File: src/front_end_cfg_pkg.sv
package front_end_cfg_pkg;

  localparam int WORD_W = 24;
  localparam logic [23:0] WORD_RESET = 24'h00_0000;

  // General control word
  localparam int PD_RXF_BIT = 22;
  localparam int PD_PLL_BIT = 21;
  localparam int PD_VCO_BIT = 20;
  localparam int PD_TX_BIT = 19;
  localparam int TXPWR_HI = 18;
  localparam int TXPWR_LO = 17;
  localparam int CPI_HI = 16;
  localparam int CPI_LO = 14;
  localparam int LOPWR_HI = 13;
  localparam int LOPWR_LO = 12;
  localparam int LO_MUTE_BIT = 11;
  localparam int TX_MUTE_BIT = 10;
  localparam int TRISTATE_BIT = 9;
  localparam int POLARITY_BIT = 8;
  localparam int OUTMUX_HI = 7;
  localparam int OUTMUX_LO = 5;
  localparam int CNT_RST_BIT = 4;

  // Transmit/reference and calibration words share the top field layout
  localparam int RXPHASE_HI = 23;
  localparam int RXPHASE_LO = 21;
  localparam int MODPHASE_HI = 20;
  localparam int MODPHASE_LO = 18;
  localparam int BANDCLK_HI = 17;
  localparam int BANDCLK_LO = 16;
  localparam int REFDIV_HI = 15;
  localparam int REFDIV_LO = 3;
  localparam int CAL_START_BIT = 15;
  localparam int CALDIV_HI = 14;
  localparam int CALDIV_LO = 9;
  localparam int BOOST_HI = 8;
  localparam int BOOST_LO = 3;

  // LO divider word
  localparam int PRESCALE_HI = 23;
  localparam int PRESCALE_LO = 22;
  localparam int PUMP_GAIN_BIT = 21;
  localparam int FB_MUX_BIT = 20;
  localparam int BCOUNT_HI = 19;
  localparam int BCOUNT_LO = 7;
  localparam int ACOUNT_HI = 6;
  localparam int ACOUNT_LO = 2;

  // Receive filter word
  localparam int TEST_HI = 23;
  localparam int TEST_LO = 8;
  localparam int BOOST_EN_BIT = 7;
  localparam int BW_HI = 6;
  localparam int BW_LO = 5;
  localparam int RXGAIN_HI = 4;
  localparam int RXGAIN_LO = 2;

  // Multiplexed output pin sources
  localparam logic [2:0] MUX_LOW = 3'h0;
  localparam logic [2:0] MUX_LOCK = 3'h1;
  localparam logic [2:0] MUX_CAL_TICK = 3'h2;
  localparam logic [2:0] MUX_BOOST = 3'h3;
  localparam logic [2:0] MUX_CAL_BUSY = 3'h4;
  localparam logic [2:0] MUX_HIGH = 3'h7;

  typedef enum logic [2:0] {
    DEST_CONTROL = 3'b000,
    DEST_TXREF = 3'b001,
    DEST_RXCAL = 3'b010,
    DEST_LODIV = 3'b011,
    DEST_RXFILT = 3'b100
  } dest_t;

  function automatic dest_t decode_dest(input logic [2:0] sel);
    dest_t d;
    d = DEST_CONTROL;
    unique case (sel[1:0])
      2'b00: d = DEST_CONTROL;
      2'b01: d = sel[2] ? DEST_RXCAL : DEST_TXREF;
      2'b10: d = DEST_LODIV;
      2'b11: d = DEST_RXFILT;
    endcase
    return d;
  endfunction

endpackage

File: src/serial_word_shifter.sv
`timescale 1ns/1ns
module serial_word_shifter #(
  parameter int WORD_W = 24
) (
  input wire logic clock, // System clock
  input wire logic arst_n, // Async reset, active low
  input wire logic shift_clk, // Serial shift clock, sampled
  input wire logic data_in, // Serial data
  output logic shift_edge, // Pulse on shift clock rise
  output logic [WORD_W-1:0] word_ff // Shifted word
);
  logic shift_clk_ff;

  if (WORD_W < 3) begin : g_bad_width
    $error("serial_word_shifter: word too narrow for the select bits");
  end

  always_ff @(posedge clock or negedge arst_n) begin
    if (!arst_n) begin
      shift_clk_ff <= 1'b0;
    end else begin
      shift_clk_ff <= shift_clk;
    end
  end

  assign shift_edge = shift_clk & ~shift_clk_ff;

  // MSB goes in first, so it ends up at the top after a full word
  always_ff @(posedge clock or negedge arst_n) begin
    if (!arst_n) begin
      word_ff <= '0;
    end else if (shift_edge) begin
      word_ff <= {word_ff[WORD_W-2:0], data_in};
    end
  end
endmodule

File: src/tick_divider.sv
`timescale 1ns/1ns
module tick_divider #(
  parameter int DIV_W = 6
) (
  input wire logic clock, // System clock
  input wire logic arst_n, // Async reset, active low
  input wire logic restart, // Clear the count
  input wire logic tick_in, // Input tick, one cycle
  input wire logic [DIV_W-1:0] ratio, // Divide ratio, zero stops
  output logic tick_out_ff // One pulse per ratio input ticks
);
  logic [DIV_W-1:0] count_ff;

  if (DIV_W < 1) begin : g_bad_width
    $error("tick_divider: divider width must be at least one");
  end

  always_ff @(posedge clock or negedge arst_n) begin
    if (!arst_n) begin
      count_ff <= '0;
      tick_out_ff <= 1'b0;
    end else if (restart || ratio == '0) begin
      count_ff <= '0;
      tick_out_ff <= 1'b0;
    end else if (tick_in) begin
      if (count_ff >= ratio - 1'b1) begin
        count_ff <= '0;
        tick_out_ff <= 1'b1;
      end else begin
        count_ff <= count_ff + 1'b1;
        tick_out_ff <= 1'b0;
      end
    end else begin
      tick_out_ff <= 1'b0;
    end
  end
endmodule

File: src/serial_config_latch_bank.sv
// What this block does
// - Shift MSB first, load on strobe rise
// - Low bits zero pick general control word
// - Select 0,0,1 loads transmit/reference word
// - Select 1,0,1 loads calibration word
// - Select 1,0 loads LO; 1,1 loads filter
// - Four power-down bits, one powers section down
// - Two-bit transmit output power field
// - Three-bit charge pump current field
// - Two-bit LO output power field
// - LO lock-mute keeps LO off until lock
// - Tx lock-mute keeps Tx off until lock
// - Tristate bit floats the charge pump
// - Polarity bit: one positive, zero negative
// - Three-bit select drives multiplexed output pin
// - Counter reset bit holds the reference and feedback counters
// - Rx LO phase field, 90-degree steps or off
// - Modulation phase field picks mixer LO drive
// - Thirteen-bit reference divide ratio field
// - Calibration bit set starts filter calibration
// - Six-bit divider makes calibration clock
`timescale 1ns/1ns
module serial_config_latch_bank #(
  parameter int CAL_DIV_W = 6,
  parameter int BOOST_W = 6
) (
  input wire logic clock, // System clock, 125 MHz
  input wire logic arst_n, // Async reset, active low
  input wire logic serial_shift_clock, // Serial shift clock
  input wire logic serial_data_in, // Serial data, MSB first
  input wire logic serial_load_strobe, // Load strobe, rising edge loads
  input wire logic pll_locked, // Digital lock detect from the PLL
  input wire logic ref_in_tick, // One pulse per reference cycle
  output logic rx_filter_powerdown, // Rx filter power-down
  output logic pll_powerdown, // PLL power-down
  output logic vco_powerdown, // VCO power-down
  output logic tx_powerdown, // Tx power-down
  output logic [1:0] tx_power_sel, // Tx output power level
  output logic [2:0] pump_current, // Charge pump current setting two
  output logic [1:0] lo_power_sel, // LO output drive level
  output logic lo_output_on_ff, // LO outputs switched on
  output logic tx_output_on_ff, // Tx outputs switched on
  output logic pump_tristate, // Charge pump high impedance
  output logic detector_polarity, // One positive, zero negative
  output logic divider_hold_reset, // Reference and feedback counters held
  output logic multiplexed_output_pin, // Selected internal signal
  output logic [2:0] rx_lo_phase, // Demodulator LO phase
  output logic [2:0] mod_phase, // Mixer LO phase mode
  output logic [1:0] band_clk_div, // Band select clock divider code
  output logic [12:0] ref_div_ratio, // Reference divide ratio
  output logic [2:0] cal_rx_lo_phase, // Phase field of calibration word
  output logic [2:0] cal_mod_phase, // Modulation field of calibration word
  output logic [1:0] cal_band_clk_div, // Band clock field of calibration word
  output logic [CAL_DIV_W-1:0] cal_divider, // Calibration divider ratio
  output logic [BOOST_W-1:0] boost_timeout, // Boost timeout in calibration ticks
  output logic cal_start_ff, // Pulse: start filter calibration
  output logic cal_clock_tick, // Pulse: divided calibration clock
  output logic highpass_boost_on_ff, // High-pass boost charging
  output logic [1:0] prescale_sel, // Prescaler setting
  output logic pump_gain_max, // Maximum pump current chosen
  output logic fb_mux_sel, // Feedback mux select
  output logic [12:0] b_count, // B counter
  output logic [4:0] a_count, // A counter
  output logic band_select_start_ff, // Pulse: LO word updated
  output logic [15:0] test_mode_bits, // Test-mode bits
  output logic highpass_boost_enable, // Manual boost enable
  output logic [1:0] filter_bandwidth, // Rx filter bandwidth
  output logic [2:0] gain_select // Rx filter gain step
);

  localparam int W = front_end_cfg_pkg::WORD_W;

  // Slices rely on these widths
  if (CAL_DIV_W != front_end_cfg_pkg::CALDIV_HI - front_end_cfg_pkg::CALDIV_LO + 1) begin : g_bad_cal
    $error("serial_config_latch_bank: calibration divider width does not fit its field");
  end
  if (BOOST_W != front_end_cfg_pkg::BOOST_HI - front_end_cfg_pkg::BOOST_LO + 1) begin : g_bad_boost
    $error("serial_config_latch_bank: boost timeout width does not fit its field");
  end

  // Serial front end
  logic [W-1:0] shift_word;
  logic shift_edge;
  logic load_strobe_ff;
  logic load_edge;
  front_end_cfg_pkg::dest_t dest;

  // Latched words
  logic [W-1:0] control_word_ff;
  logic [W-1:0] txref_word_ff;
  logic [W-1:0] rxcal_word_ff;
  logic [W-1:0] lodiv_word_ff;
  logic [W-1:0] rxfilt_word_ff;

  // Calibration sequencing
  logic [BOOST_W-1:0] boost_left_ff;
  logic cal_busy_ff;

  // Output multiplexer
  logic [2:0] outmux_sel;
  logic nxt_mux;

  // Serial shift register
  serial_word_shifter #(
    .WORD_W(W)
  ) u_shifter (
    .clock(clock),
    .arst_n(arst_n),
    .shift_clk(serial_shift_clock),
    .data_in(serial_data_in),
    .shift_edge(shift_edge),
    .word_ff(shift_word)
  );

  // Load edge wins the word as it stood before any shift in the same cycle
  always_ff @(posedge clock or negedge arst_n) begin
    if (!arst_n) begin
      load_strobe_ff <= 1'b0;
    end else begin
      load_strobe_ff <= serial_load_strobe;
    end
  end

  // Strobe rise
  assign load_edge = serial_load_strobe & ~load_strobe_ff;
  assign dest = front_end_cfg_pkg::decode_dest(shift_word[2:0]);

  // Load enable per latch
  function automatic logic loads(input front_end_cfg_pkg::dest_t d);
    return load_edge && dest == d;
  endfunction

  // The whole word is kept, select bits included, to keep slicing plain
  // Control word, x,0,0
  always_ff @(posedge clock or negedge arst_n) begin
    if (!arst_n) begin
      control_word_ff <= front_end_cfg_pkg::WORD_RESET;
    end else if (loads(front_end_cfg_pkg::DEST_CONTROL)) begin
      control_word_ff <= shift_word;
    end
  end

  // Transmit word, 0,0,1
  always_ff @(posedge clock or negedge arst_n) begin
    if (!arst_n) begin
      txref_word_ff <= front_end_cfg_pkg::WORD_RESET;
    end else if (loads(front_end_cfg_pkg::DEST_TXREF)) begin
      txref_word_ff <= shift_word;
    end
  end

  // Calibration word, 1,0,1
  always_ff @(posedge clock or negedge arst_n) begin
    if (!arst_n) begin
      rxcal_word_ff <= front_end_cfg_pkg::WORD_RESET;
    end else if (loads(front_end_cfg_pkg::DEST_RXCAL)) begin
      rxcal_word_ff <= shift_word;
    end
  end

  // LO word, x,1,0
  always_ff @(posedge clock or negedge arst_n) begin
    if (!arst_n) begin
      lodiv_word_ff <= front_end_cfg_pkg::WORD_RESET;
    end else if (loads(front_end_cfg_pkg::DEST_LODIV)) begin
      lodiv_word_ff <= shift_word;
    end
  end

  // Filter word, x,1,1
  always_ff @(posedge clock or negedge arst_n) begin
    if (!arst_n) begin
      rxfilt_word_ff <= front_end_cfg_pkg::WORD_RESET;
    end else if (loads(front_end_cfg_pkg::DEST_RXFILT)) begin
      rxfilt_word_ff <= shift_word;
    end
  end

  // General control fields; reserved bits 3 and 2 are stored and unused
  assign rx_filter_powerdown = control_word_ff[front_end_cfg_pkg::PD_RXF_BIT];
  assign pll_powerdown = control_word_ff[front_end_cfg_pkg::PD_PLL_BIT];
  assign vco_powerdown = control_word_ff[front_end_cfg_pkg::PD_VCO_BIT];
  assign tx_powerdown = control_word_ff[front_end_cfg_pkg::PD_TX_BIT];

  // Drive levels
  assign tx_power_sel = control_word_ff[front_end_cfg_pkg::TXPWR_HI:front_end_cfg_pkg::TXPWR_LO];
  assign pump_current = control_word_ff[front_end_cfg_pkg::CPI_HI:front_end_cfg_pkg::CPI_LO];
  assign lo_power_sel = control_word_ff[front_end_cfg_pkg::LOPWR_HI:front_end_cfg_pkg::LOPWR_LO];

  // Loop and mux setup
  assign pump_tristate = control_word_ff[front_end_cfg_pkg::TRISTATE_BIT];
  assign detector_polarity = control_word_ff[front_end_cfg_pkg::POLARITY_BIT];
  assign outmux_sel = control_word_ff[front_end_cfg_pkg::OUTMUX_HI:front_end_cfg_pkg::OUTMUX_LO];
  assign divider_hold_reset = control_word_ff[front_end_cfg_pkg::CNT_RST_BIT];

  // Lock mute; a powered-down section stays off regardless
  always_ff @(posedge clock or negedge arst_n) begin
    if (!arst_n) begin
      lo_output_on_ff <= 1'b0;
    end else begin
      lo_output_on_ff <= ~vco_powerdown &
        ~(control_word_ff[front_end_cfg_pkg::LO_MUTE_BIT] & ~pll_locked);
    end
  end

  // Same gating for Tx
  always_ff @(posedge clock or negedge arst_n) begin
    if (!arst_n) begin
      tx_output_on_ff <= 1'b0;
    end else begin
      tx_output_on_ff <= ~tx_powerdown &
        ~(control_word_ff[front_end_cfg_pkg::TX_MUTE_BIT] & ~pll_locked);
    end
  end

  // Transmit/reference fields; band clock code is passed as written
  assign rx_lo_phase = txref_word_ff[front_end_cfg_pkg::RXPHASE_HI:front_end_cfg_pkg::RXPHASE_LO];
  assign mod_phase = txref_word_ff[front_end_cfg_pkg::MODPHASE_HI:front_end_cfg_pkg::MODPHASE_LO];
  assign band_clk_div = txref_word_ff[front_end_cfg_pkg::BANDCLK_HI:front_end_cfg_pkg::BANDCLK_LO];

  // Reference divider
  assign ref_div_ratio = txref_word_ff[front_end_cfg_pkg::REFDIV_HI:front_end_cfg_pkg::REFDIV_LO];

  // Calibration fields
  assign cal_rx_lo_phase = rxcal_word_ff[front_end_cfg_pkg::RXPHASE_HI:front_end_cfg_pkg::RXPHASE_LO];
  assign cal_mod_phase = rxcal_word_ff[front_end_cfg_pkg::MODPHASE_HI:front_end_cfg_pkg::MODPHASE_LO];
  assign cal_band_clk_div = rxcal_word_ff[front_end_cfg_pkg::BANDCLK_HI:front_end_cfg_pkg::BANDCLK_LO];

  // Divider and boost count
  assign cal_divider = rxcal_word_ff[front_end_cfg_pkg::CALDIV_HI:front_end_cfg_pkg::CALDIV_LO];
  assign boost_timeout = rxcal_word_ff[front_end_cfg_pkg::BOOST_HI:front_end_cfg_pkg::BOOST_LO];

  // Only a load of the calibration word with the start bit set triggers
  always_ff @(posedge clock or negedge arst_n) begin
    if (!arst_n) begin
      cal_start_ff <= 1'b0;
    end else begin
      cal_start_ff <= loads(front_end_cfg_pkg::DEST_RXCAL) &&
        shift_word[front_end_cfg_pkg::CAL_START_BIT];
    end
  end

  // Divided reference; a zero ratio gives no ticks at all
  tick_divider #(
    .DIV_W(CAL_DIV_W)
  ) u_cal_div (
    .clock(clock),
    .arst_n(arst_n),
    .restart(cal_start_ff),
    .tick_in(ref_in_tick),
    .ratio(cal_divider),
    .tick_out_ff(cal_clock_tick)
  );

  // Boost runs for the timeout count of calibration ticks after a start
  always_ff @(posedge clock or negedge arst_n) begin
    if (!arst_n) begin
      boost_left_ff <= '0;
    end else if (cal_start_ff) begin
      boost_left_ff <= boost_timeout;
    end else if (cal_clock_tick && boost_left_ff != '0) begin
      boost_left_ff <= boost_left_ff - 1'b1;
    end
  end

  // Busy until first tick
  always_ff @(posedge clock or negedge arst_n) begin
    if (!arst_n) begin
      cal_busy_ff <= 1'b0;
    end else if (cal_start_ff) begin
      cal_busy_ff <= 1'b1;
    end else if (cal_clock_tick) begin
      cal_busy_ff <= 1'b0;
    end
  end

  // Zero timeout hands boost control to the manual enable bit
  always_ff @(posedge clock or negedge arst_n) begin
    if (!arst_n) begin
      highpass_boost_on_ff <= 1'b0;
    end else if (boost_timeout == '0) begin
      highpass_boost_on_ff <= highpass_boost_enable;
    end else begin
      highpass_boost_on_ff <= boost_left_ff != '0;
    end
  end

  // LO divider fields
  assign prescale_sel = lodiv_word_ff[front_end_cfg_pkg::PRESCALE_HI:front_end_cfg_pkg::PRESCALE_LO];
  assign pump_gain_max = lodiv_word_ff[front_end_cfg_pkg::PUMP_GAIN_BIT];
  assign fb_mux_sel = lodiv_word_ff[front_end_cfg_pkg::FB_MUX_BIT];

  // Feedback counters
  assign b_count = lodiv_word_ff[front_end_cfg_pkg::BCOUNT_HI:front_end_cfg_pkg::BCOUNT_LO];
  assign a_count = lodiv_word_ff[front_end_cfg_pkg::ACOUNT_HI:front_end_cfg_pkg::ACOUNT_LO];

  // Every LO word update reruns band selection
  always_ff @(posedge clock or negedge arst_n) begin
    if (!arst_n) begin
      band_select_start_ff <= 1'b0;
    end else begin
      band_select_start_ff <= loads(front_end_cfg_pkg::DEST_LODIV);
    end
  end

  // Receive filter fields
  assign test_mode_bits = rxfilt_word_ff[front_end_cfg_pkg::TEST_HI:front_end_cfg_pkg::TEST_LO];
  assign highpass_boost_enable = rxfilt_word_ff[front_end_cfg_pkg::BOOST_EN_BIT];

  // Filter response
  assign filter_bandwidth = rxfilt_word_ff[front_end_cfg_pkg::BW_HI:front_end_cfg_pkg::BW_LO];
  assign gain_select = rxfilt_word_ff[front_end_cfg_pkg::RXGAIN_HI:front_end_cfg_pkg::RXGAIN_LO];

  // Output multiplexer; unassigned codes read low
  always_comb begin
    nxt_mux = 1'b0;
    unique case (outmux_sel)
      front_end_cfg_pkg::MUX_LOW: nxt_mux = 1'b0;
      front_end_cfg_pkg::MUX_LOCK: nxt_mux = pll_locked;
      front_end_cfg_pkg::MUX_CAL_TICK: nxt_mux = cal_clock_tick;
      front_end_cfg_pkg::MUX_BOOST: nxt_mux = highpass_boost_on_ff;
      front_end_cfg_pkg::MUX_CAL_BUSY: nxt_mux = cal_busy_ff;
      front_end_cfg_pkg::MUX_HIGH: nxt_mux = 1'b1;
      default: nxt_mux = 1'b0;
    endcase
  end

  // Registered against glitches
  always_ff @(posedge clock or negedge arst_n) begin
    if (!arst_n) begin
      multiplexed_output_pin <= 1'b0;
    end else begin
      multiplexed_output_pin <= nxt_mux;
    end
  end

endmodule

File: config.mk
export PLATFORM = sky130hd
export DESIGN_NAME = serial_config_latch_bank
export DESIGN_NICKNAME = d
export VERILOG_FILES = /design/src/front_end_cfg_pkg.sv /design/src/serial_word_shifter.sv /design/src/tick_divider.sv /design/src/serial_config_latch_bank.sv
export SDC_FILE = /design/constraint.sdc
export NUM_CORES = 1
export LEC_CHECK = 0
export ABC_CLOCK_PERIOD_IN_PS = 2500
export BUFFER_PORTS_ARGS = -buffer_cell sky130_fd_sc_hd__buf_2
export CORE_ASPECT_RATIO = 2
export CORE_MARGIN = 2
export CORE_UTILIZATION = 45
export CTS_BUF_LIST = sky130_fd_sc_hd__clkbuf_16
export CTS_CLUSTER_DIAMETER = 50
export CTS_CLUSTER_SIZE = 40
export DETAILED_ROUTE_END_ITERATION = 7
export GPL_ROUTABILITY_DRIVEN = 0
export PLACE_DENSITY = 0.66
export SETUP_SLACK_MARGIN = 0.3
export SYNTH_ARGS = -nofsm -noshare
export SYNTH_HDL_FRONTEND = slang
export SYNTH_HIERARCHICAL = 1
export SYNTH_SLANG_ARGS = --single-unit
export TNS_END_PERCENT = 5
File: constraint.sdc
create_clock -name clock -period 2.5 [get_ports clock]
set_input_delay 0.125 -clock clock [delete_from_list [all_inputs] [get_ports clock]]
set_output_delay 0.125 -clock clock [all_outputs]
set_load 0.03 [all_outputs]
After elaboration in Yosys (flattened, before gate mapping):

Cells that the tools add are included.

* register bits: 165
* bits in latches: 0
* bits in writable memories: 0
* memory bits (read-only): 0
* bits of input ports: 7
* output and inout port bits: 106
* logic and storage cells: 77
* memories: 0

* $add $sub $neg: 3
* $mul: 0
* div/mod/pow operators: 0
* magnitude comparators: 1
* equal/unequal tests: 12
* shift operators: 0
* mux-type cells: 14
* bitwise logic cells: 13
* reductions and logical operators: 16

Operators with widths (count)
* $mux W6: 5
* $eq A3 B2 Y1 const B: 4
* $logic_not A6 Y1: 2
* $pmux W3 S4: 1
* $sub A6 B1 Y6 const B: 2
* $eq A3 B3 Y1 const B: 3
* $logic_and A1 B1 Y1: 7
* $not A1 Y1: 7
* $add A6 B1 Y6 const B: 1
* $and A1 B1 Y1: 6
* $eq A3 B1 Y1 const B: 2
* $ge A6 B6 Y1: 1
* $mux W1: 6
* $reduce_bool A2 Y1: 3
* $reduce_bool A6 Y1: 1
* $pmux W1 S5: 1
* $eq A2 B2 Y1 const B: 2
* $logic_not A3 Y1: 1
* $eq A2 B1 Y1 const B: 1
* $logic_not A2 Y1: 1
* $mux W2: 1
* $logic_or A1 B1 Y1: 1

Depth between registers and ports, before layout:

Gate-level depths: netlist of the first run.

* depth in word-level cells: 5
* mapped depth: 10
* depth with buffers taken out: 9

Cells and area by module:

Netlist of the first run, hierarchy kept.

By module, submodules not included
* serial_config_latch_bank: instances 1, cells each 307, area an instance 4674.5 um^2, sequential area each 2952.8 um^2
* serial_word_shifter: instances 1, cells each 53, area an instance 1032.2 um^2, sequential area each 625.6 um^2
* tick_divider: instances 1, cells each 76, area an instance 683.2 um^2, sequential area each 175.2 um^2

Worst setup path after synthesis of the first run:

Ideal clock, no wire load.

* kind: register to register
* start: reg rxcal_word_ff[12]
* end: reg u_cal_div.count_ff[3]
* library setup time: 82 ps
* data arrival time: 1952 ps
* required time: 2418 ps
* slack: 466 ps
* stages on the path, launching flop included: 10
* path buffers: 1
* period minus slack after synthesis: 2034 ps
* cells stage by stage: dfrtp_1 -> nor3_1 -> nand3_1 -> xnor2_1 -> ha_1 -> a21oi_2 -> o21a_1 -> buf_6 -> o2111ai_1 -> a31oi_1

* longest elaborated chain between the ends: 5
* elaborated cells on any way between the ends: 8
* classes of those cells: 1 x add/sub; 1 x order compare; 3 x mux; 3 x reduce/logical

RTL lines
* start: declaration: line serial_config_latch_bank.sv:91 `logic [W-1:0] rxcal_word_ff;`
* start signal: assignment: line serial_config_latch_bank.sv:155 `rxcal_word_ff <= front_end_cfg_pkg::WORD_RESET;`
* start signal: assignment: line serial_config_latch_bank.sv:157 `rxcal_word_ff <= shift_word;`
* $sub A6 B1 Y6: line tick_divider.sv:26 `if (count_ff >= ratio - 1'b1) begin`
* $ge A6 B6 Y1: line tick_divider.sv:26
* $mux W6: line tick_divider.sv:26
* $mux W6: line tick_divider.sv:25 `end else if (tick_in) begin`
* $mux W6: line tick_divider.sv:22 `end else if (restart || ratio == '0) begin`
* end signal: assignment: line tick_divider.sv:30 `count_ff <= count_ff + 1'b1;`
* end: declaration: line tick_divider.sv:12 `logic [DIV_W-1:0] count_ff;`

Parallel ways exist; a longest one is shown, timed or not. The select of a mux whose other input is x is not followed.
A chain may end at the register's enable or synchronous reset.

Worst setup path in the final report of the first run:

* start: reg rxcal_word_ff[13]
* end: reg u_cal_div.count_ff[5]

Same word-level chain as after synthesis.

==> results of run 1 <==
[sequential cells by signal (all words and copies together), names as in the netlist, 6 cells and up]
signal and flops:
control_word_ff 19, boost_left_ff 6, rxcal_word_ff 20, txref_word_ff 21, lodiv_word_ff 22, rxfilt_word_ff 22
u_cal_div/count_ff 6, u_shifter/word_ff 24
[cells in the final DEF (no fill, tap or decap), types with 4 or more instances in the layout]
cell type	synthesis	layout
buf_4	11	8
mux2_4	19	19
dlygate4sd3_1	0	4
dfrtp_1	150	150
nand2_1	12	12
clkbuf_16	0	17
o21ai_0	4	4
o2111ai_1	8	8
mux2_2	108	108
buf_2	8	111
a31oi_1	5	5
nand2b_1	7	7
nor2_1	7	7
a21oi_1	9	9
inv_1	14	14
inv_6	0	4
nor3_1	5	4
ha_1	11	11
nand3_1	4	4
[stage by stage]
step	area (um^2)	total power [uW]	utilization	hold slack, ns
2_1_floorplan	6390	5450	-	-0.1706
3_3_place_gp	7107	6228	0.5116	-0.09410
3_5_place_dp	7107	6333	0.5116	-0.09578
4_1_cts	7701	8701	0.5544	0.03167
5_1_grt	7712	9036	0.5552	0.03309
6_report	7712	8628	0.5552	0.04147
[worst max-delay path: cells and delay by family, from the launching register on]
kind	cells	cell delay [ns]
AOI/OAI and AO/OA	4	0.74
xor gates and xnor gates	1	0.14
adders and majority gates	1	0.32
DFF	1	0.42
and+or+nand+nor	2	0.38
[Yosys cell counts (4+ instances only)]
cell type	instances
nand3_1	4
buf_4	11
dfrtp_1	150
nor3_1	5
mux2_4	19
ha_1	11
o2111ai_1	8
nand2_1	12
o21ai_0	4
mux2_2	108
buf_2	8
inv_1	14
a21oi_1	9
nand2b_1	7
a31oi_1	5
nor2_1	7
[what timing repair did]
item	4_1_cts	5_1_grt
pin swaps	1	0
gates resized for setup	1	2
buffers inserted	1	0
endpoints found under the hold margin	153	0
endpoints found under the setup margin	7	7
hold buffers	4	0
[layer usage]
layer	GRT usage	vias to the layer above	share of wire
met5	0	-	0
met4	0.05556	0	0.015
met3	0.04031	16	0.030
met2	0.3731	75	0.59
met1	0.2103	2063	0.37
li1	-	1788	-
[cell families after synthesis]
group	share of synthesized area
AOI/OAI and AO/OA	0.05444
xor gates and xnor gates	0.006855
adders and majority gates	0.02154
buffers and inverters	0.04269
DFF	0.5874
muxes	0.2350
and+or+nand+nor	0.05209
[worst max-delay path by stage]
stage | start | to | slack, ns | cells past startpoint
6_report | rxcal_word_ff[13] | u_cal_div/count_ff[5] | 0.39 | 8
5_1_grt | rxcal_word_ff[13] | u_cal_div/count_ff[5] | 0.24 | 8
2_1_floorplan | rxcal_word_ff[12] | u_cal_div/count_ff[3] | 0.47 | 9
3_3_place_gp | rxcal_word_ff[12] | u_cal_div/count_ff[3] | 0.43 | 7
4_1_cts | rxcal_word_ff[13] | u_cal_div/count_ff[2] | 0.35 | 8
3_5_place_dp | rxcal_word_ff[13] | u_cal_div/count_ff[2] | 0.23 | 7
[power groups by stage]
stage	Sequential, uW	Clock (uW)	Combinational, uW
finish	3560	2350	2720
global route	3650	2500	2890
CTS	3570	2390	2750
detailed placement	3610	0	2730
global placement	3580	0	2650
floorplan	4160	0	1290
[layout make-up]
type / count / area share
clock buffers: 17 / 0.05516
well taps: 189 / 0.03066
multi-input cells: 243 / 0.3108
repair buffers: 127 / 0.09426
flip-flops and latches: 150 / 0.4867
inverters: 14 / 0.006814
clock inverters: 15 / 0.01557
==> results by group, run 1 <==
Worst setup path
  • R2R Setup Slk: 0.39 ns
  • Arr. time, crit path: 2.42 ns
  • Worst-path fanout max: 11
  • WP data required: 2.81 ns
  • Crit-path max cell delay: 0.42 ns
  • Sequence of cells on the critical path: nor3_2 > nand3_1 > xnor2_1 > ha_1 > a21oi_2 > o21a_4 > o211ai_1 > a31oi_1
  • Critical path type: register to register
  • Crit path max-delay cell type: dfrtp_1
  • CP startpoint kind: register
  • R2R Path End: u_cal_div/count_ff[5]
  • R2R depth: 8
  • Setup crit end kind: register
  • R2r startpoint: rxcal_word_ff[13]

Global route
  • First-pass GRT wire length: 22.90 mm
  • Largest net degree at the start of global routing: 97
  • Initial antenna violation count: 0
  • GRT Total Usage: 0.1967
  • Vias in the first global route: 4395
  • Final global-route overflow total: 0

Placement
  • Port bufs: 112
  • Pre-CTS setup slack: 0.2253 ns
  • Final HPWL DP: 10.09 mm
  • Placed Instances: 718

Power
  • Peak supply drop: 0.0006295 V
  • NetSw: 3239 uW
  • Sw Ratio: 0.3754
  • Sequential share of power: 0.412
  • Pwr Density: 1119 nW/um^2
  • Clock network power share: 0.272
  • Combinational power share: 0.316
  • Pint: 5389 uW
  • LEAKAGE: 0.003955 uW

Floorplan
  • Core area: 13890 um^2
  • DIE AREA: 15230 um^2
  • Die Y: 172.5 um
  • Boundary Pins: 113
  • Core Rows: 61
  • Initial Util: 0.4600
  • Die width: 88.26 um

Clocking
  • Total CTS buffers: 17
  • Clk slew on worst S/H paths: 0.06 ns
  • H-tree depth: 4
  • Max clock buf depth: 2
  • CTS root buf: clkbuf_16
  • Clk sink count: 150
  • Clock Latency Late Sink: 0.41 ns
  • CTS tree: done

Timing
  • Worst-Margin Slew: 0.6782 ns
  • Final WS setup: 0.3872 ns
  • Max Transition Viols Final: 0
  • Slew Limit Headroom: 0.5479
  • Final Setup Violations: 0
  • Fin crit share: 0.8451
  • RSZ-0062 raised after global routing: false
  • Final Hold Fails: 0
  • Final min period: 2.113 ns
  • Worst Skew: 0.007762 ns
  • Setup TNS: 0 ns
  • Fmax: 0.4733 GHz

Layout
  • Fin nets: 571
  • P&R area growth vs syn: 20.70%
  • FILL cells: 1211
  • Post-Layout Cell Count: 755
  • Area of the multi-input gates: 2397 um^2
  • Register area: 3754 um^2
  • Layout cells sized above 1: 0.5194
  • # diodes: 0

Synthesis
  • Cells after Synth: 436
  • Largest area contributor in the netlist: dfrtp_1
  • Flops & latches, synth: 150
  • Share of Yosys cell area claimed by the top area cell type: 0.5874
  • Top FF cell, synth: dfrtp_1
  • Yosys warns: 6
  • Post-synth ARST share: 1.000
  • Post-Syn Nets: 454
  • Area contributors post-synth: dfrtp_1, mux2_2, mux2_4, ha_1, buf_4
  • Average size of a mapped cell: 14.66 um^2
  • Sequential area share after synthesis: 0.5874
  • Post-synth EDFFs: 0
  • Yosys cell types: 52
  • Synthesized cell area: 6390 um^2

Route
  • Final WL: 14.39 mm
  • Drt first pass iters: 4
  • DR DRC count: 0
  • Antenna viol nets, final: 0
  • Wire length per cell: 19.06 um
  • DRT iter0 DRCs: 137
  • Via Count: 3942
  • Drt via density: 5.221

Status
  • Status: finished, final reports clean

Flow run
  • Max-cap violation count: 0

Worst hold path
  • Worst hold path class: input port to async pin
(Power assumes the default switching activity.)
==> run 2: changes to the inputs <==
Settings changed: ABC_AREA from default to 1, ABC_CLOCK_PERIOD_IN_PS 2500 to 2000, PLACE_DENSITY 0.66 to 0.67.
Clock period 2.5 ns to 2 ns, I/O delays scaled along.
==> results by group, run 2 <==
Power
  • Peak supply drop: 0.0009091 V (+44%)
  • Design Power: 10080 uW (+17%)
  • Pwr Density: 1303 nW/um^2 (+16%)
  • LEAKAGE: 0.004002 uW (+1.2%)
  • NetSw: 3588 uW (+11%)
  • Pint: 6494 uW (+21%)
  • Sequential share of power: 0.400 (-0.012)
  • Clock network power share: 0.315 (+0.043)
  • Combinational power share: 0.285 (-0.031)
  • Sw Ratio: 0.3559 (-0.01952)

Layout
  • Fin nets: 821 (+44%)
  • # diodes: 0 (unchanged)
  • Most flops, register: u_shifter/word_ff
  • Layout cells sized above 1: 0.2390 (-0.2805)
  • Top flop regs: u_shifter/word_ff (24), lodiv_word_ff (22), rxfilt_word_ff (22)
  • Post-Layout Cell Count: 973 (+29%)
  • Most frequent cells in the layout: nand2_1, dfrtp_1, o21ai_0
  • P&R area growth vs syn: 23.22%
  • Max reg flops: 24 (unchanged)
  • Commonest non-fill, non-tap cell in the layout: nand2_1

Clocking
  • CTS root buf: clkbuf_16
  • H-tree depth: 4 (unchanged)
  • Clock Latency Late Sink: 0.41 ns (about the same)
  • Clk slew on worst S/H paths: 0.06 ns (about the same)
  • Total CTS buffers: 17 (unchanged)
  • CTS tree: done
  • Max clock buf depth: 2 (unchanged)
  • Clk sink count: 150 (unchanged)

Timing
  • Final Setup Violations: 0 (unchanged)
  • Slew Limit Headroom: 0.6092 (+0.06140)
  • Max Transition Viols Final: 0 (unchanged)
  • Fin crit share: 0.9616 (+0.1165)
  • Worst-Margin Slew: 0.5861 ns (-0.09209 ns)
  • Worst Skew: 0.008410 ns (+0.0006482 ns)
  • Hold WS: 0.04967 ns (+0.008194 ns)
  • Final min period: 1.923 ns (-0.1895 ns)
  • Setup TNS: 0 ns (unchanged)
  • Final Hold Fails: 0 (unchanged)
  • RSZ-0062 raised after global routing: true
  • Fmax: 0.5199 GHz (+9.9%)
  • Final WS setup: 0.07673 ns (-0.3105 ns)

Synthesis
  • Cells after Synth: 684 (+57%)
  • Average size of a mapped cell: 9.179 um^2 (-37%)
  • Synthesized cell area: 6279 um^2 (-1.7%)
  • Yosys warns: 6 (unchanged)
  • Post-Syn Nets: 702 (+55%)

Global route
  • Final global-route overflow total: 0 (unchanged)
  • GR Layer Usage met2: 0.3264 (-0.04670)
  • Largest net degree at the start of global routing: 62 (-36%)
  • First-pass GRT wire length: 24.42 mm (+6.6%)
  • Vias in the first global route: 4825 (+9.8%)
  • GRT Total Usage: 0.2077 (+0.01100)
  • Grt met1 use: 0.2872 (+0.07694)
  • Most used routing layer in global routing: met2
  • Initial antenna violation count: 0 (unchanged)
  • GR Util met3: 0.04776 (+0.007450)

Floorplan
  • Die Y: 171.0 um (-0.85%)
  • Die width: 87.53 um (-0.83%)
  • Core area: 13740 um^2 (-1.1%)
  • Core Rows: 61 (unchanged)
  • Boundary Pins: 113 (unchanged)
  • Initial Util: 0.4570 (-0.002994)
  • DIE AREA: 14970 um^2 (-1.7%)

Worst setup path
  • Setup crit end kind: register
  • Worst Setup SP: rxcal_word_ff[10]
  • CP startpoint kind: register
  • R2R Setup Slk: 0.08 ns (-0.31 ns)
  • Critical path type: register to register
  • Worst-path fanout max: 6 (-5)
  • WP data required: 2.29 ns (-0.52 ns)
  • Arr. time, crit path: 2.22 ns (-0.20 ns)
  • R2r startpoint: rxcal_word_ff[10]
  • R2R depth: 13 (+5)
  • R2R Path End: u_cal_div/tick_out_ff
  • Worst setup path endpoint: u_cal_div/tick_out_ff

Route
  • Via Count: 4903 (+24%)
  • DRT iter0 DRCs: 268 (+96%)
  • Drt first pass iters: 5 (+1)
  • Antenna viol nets, final: 0 (unchanged)
  • DR DRC count: 0 (unchanged)
  • Drt via density: 5.039 (-3.5%)
  • Final WL: 14.58 mm (+1.3%)
  • Wire length per cell: 14.99 um (-21%)

Worst hold path
  • Worst hold path class: input port to register

Placement
  • Placed Instances: 930 (+30%)
  • Final HPWL DP: 9.843 mm (-2.4%)
  • Pre-CTS setup slack: 0.08340 ns (-0.1419 ns)
  • Port bufs: 112 (unchanged)

Flow run
  • Max-cap violation count: 0 (unchanged)

Status
  • Status: finished, final reports clean
==> run 2: stage by stage <==
stage | area, um^2 | util
CTS | 7706 | 0.5609
global placement | 6988 | 0.5087
finish | 7736 | 0.5631
floorplan | 6290 | -
global route | 7736 | 0.5631
detailed placement | 6988 | 0.5087
==> run 2: power by group through the flow <==
stage / clock, uW / sequential, uW / combinational, uW
CTS: 3230 / 4030 / 2820
finish: 3180 / 4030 / 2870
floorplan: 0 / 4610 / 1300
global placement: 0 / 4050 / 2600
global route: 3370 / 4110 / 3230
detailed placement: 0 / 4060 / 2660
==> run 2: layout make-up <==
cell class | count | area, um^2
fillers | 1239 | 6002
flip-flops and latches | 150 | 3757
multi-input cells | 427 | 2116
repair buffers | 135 | 803.3
clock buffers | 17 | 425.4
inverters | 72 | 275.3
well taps | 157 | 196.4
clock inverters | 15 | 162.7
==> run 2: worst max-delay path, cell delays in order (launching register included) <==
cell and delay (ns):
dfrtp_2 0.45, inv_4 0.09, ha_4 0.14, nand2_2 0.05, xnor2_1 0.14, inv_1 0.06
ha_1 0.28, nand2_2 0.07, inv_1 0.05, a21oi_2 0.17, nand2_4 0.10, buf_4 0.14
nand2_1 0.05, nor2_1 0.03
==> run 2: worst min path at each step <==
stage / start / endpoint / slack (ns) / cells past startpoint
2_1_floorplan: arst_n / band_select_start_ff / -0.20 / 0
3_3_place_gp: arst_n / boost_left_ff[4] / 0.13 / 1
3_5_place_dp: arst_n / cal_busy_ff / 0.13 / 1
4_1_cts: pll_locked / tx_output_on_ff / 0.04 / 3
5_1_grt: pll_locked / tx_output_on_ff / 0.09 / 3
6_report: pll_locked / tx_output_on_ff / 0.05 / 3
==> run 2: layer usage <==
metal,up-vias,part of all wire
met5,-,0
met4,0,0.014
met3,15,0.047
met2,142,0.48
met1,2342,0.46
li1,2404,-
==> run 2: repair_timing <==
item | CTS | global route
endpoints found under the hold margin | 64 | 0
pin swaps | 9 | 10
setup buffers | 7 | 0
hold buffers | 4 | 0
setup endpoints to repair | 7 | 7
resized for setup | 7 | 9
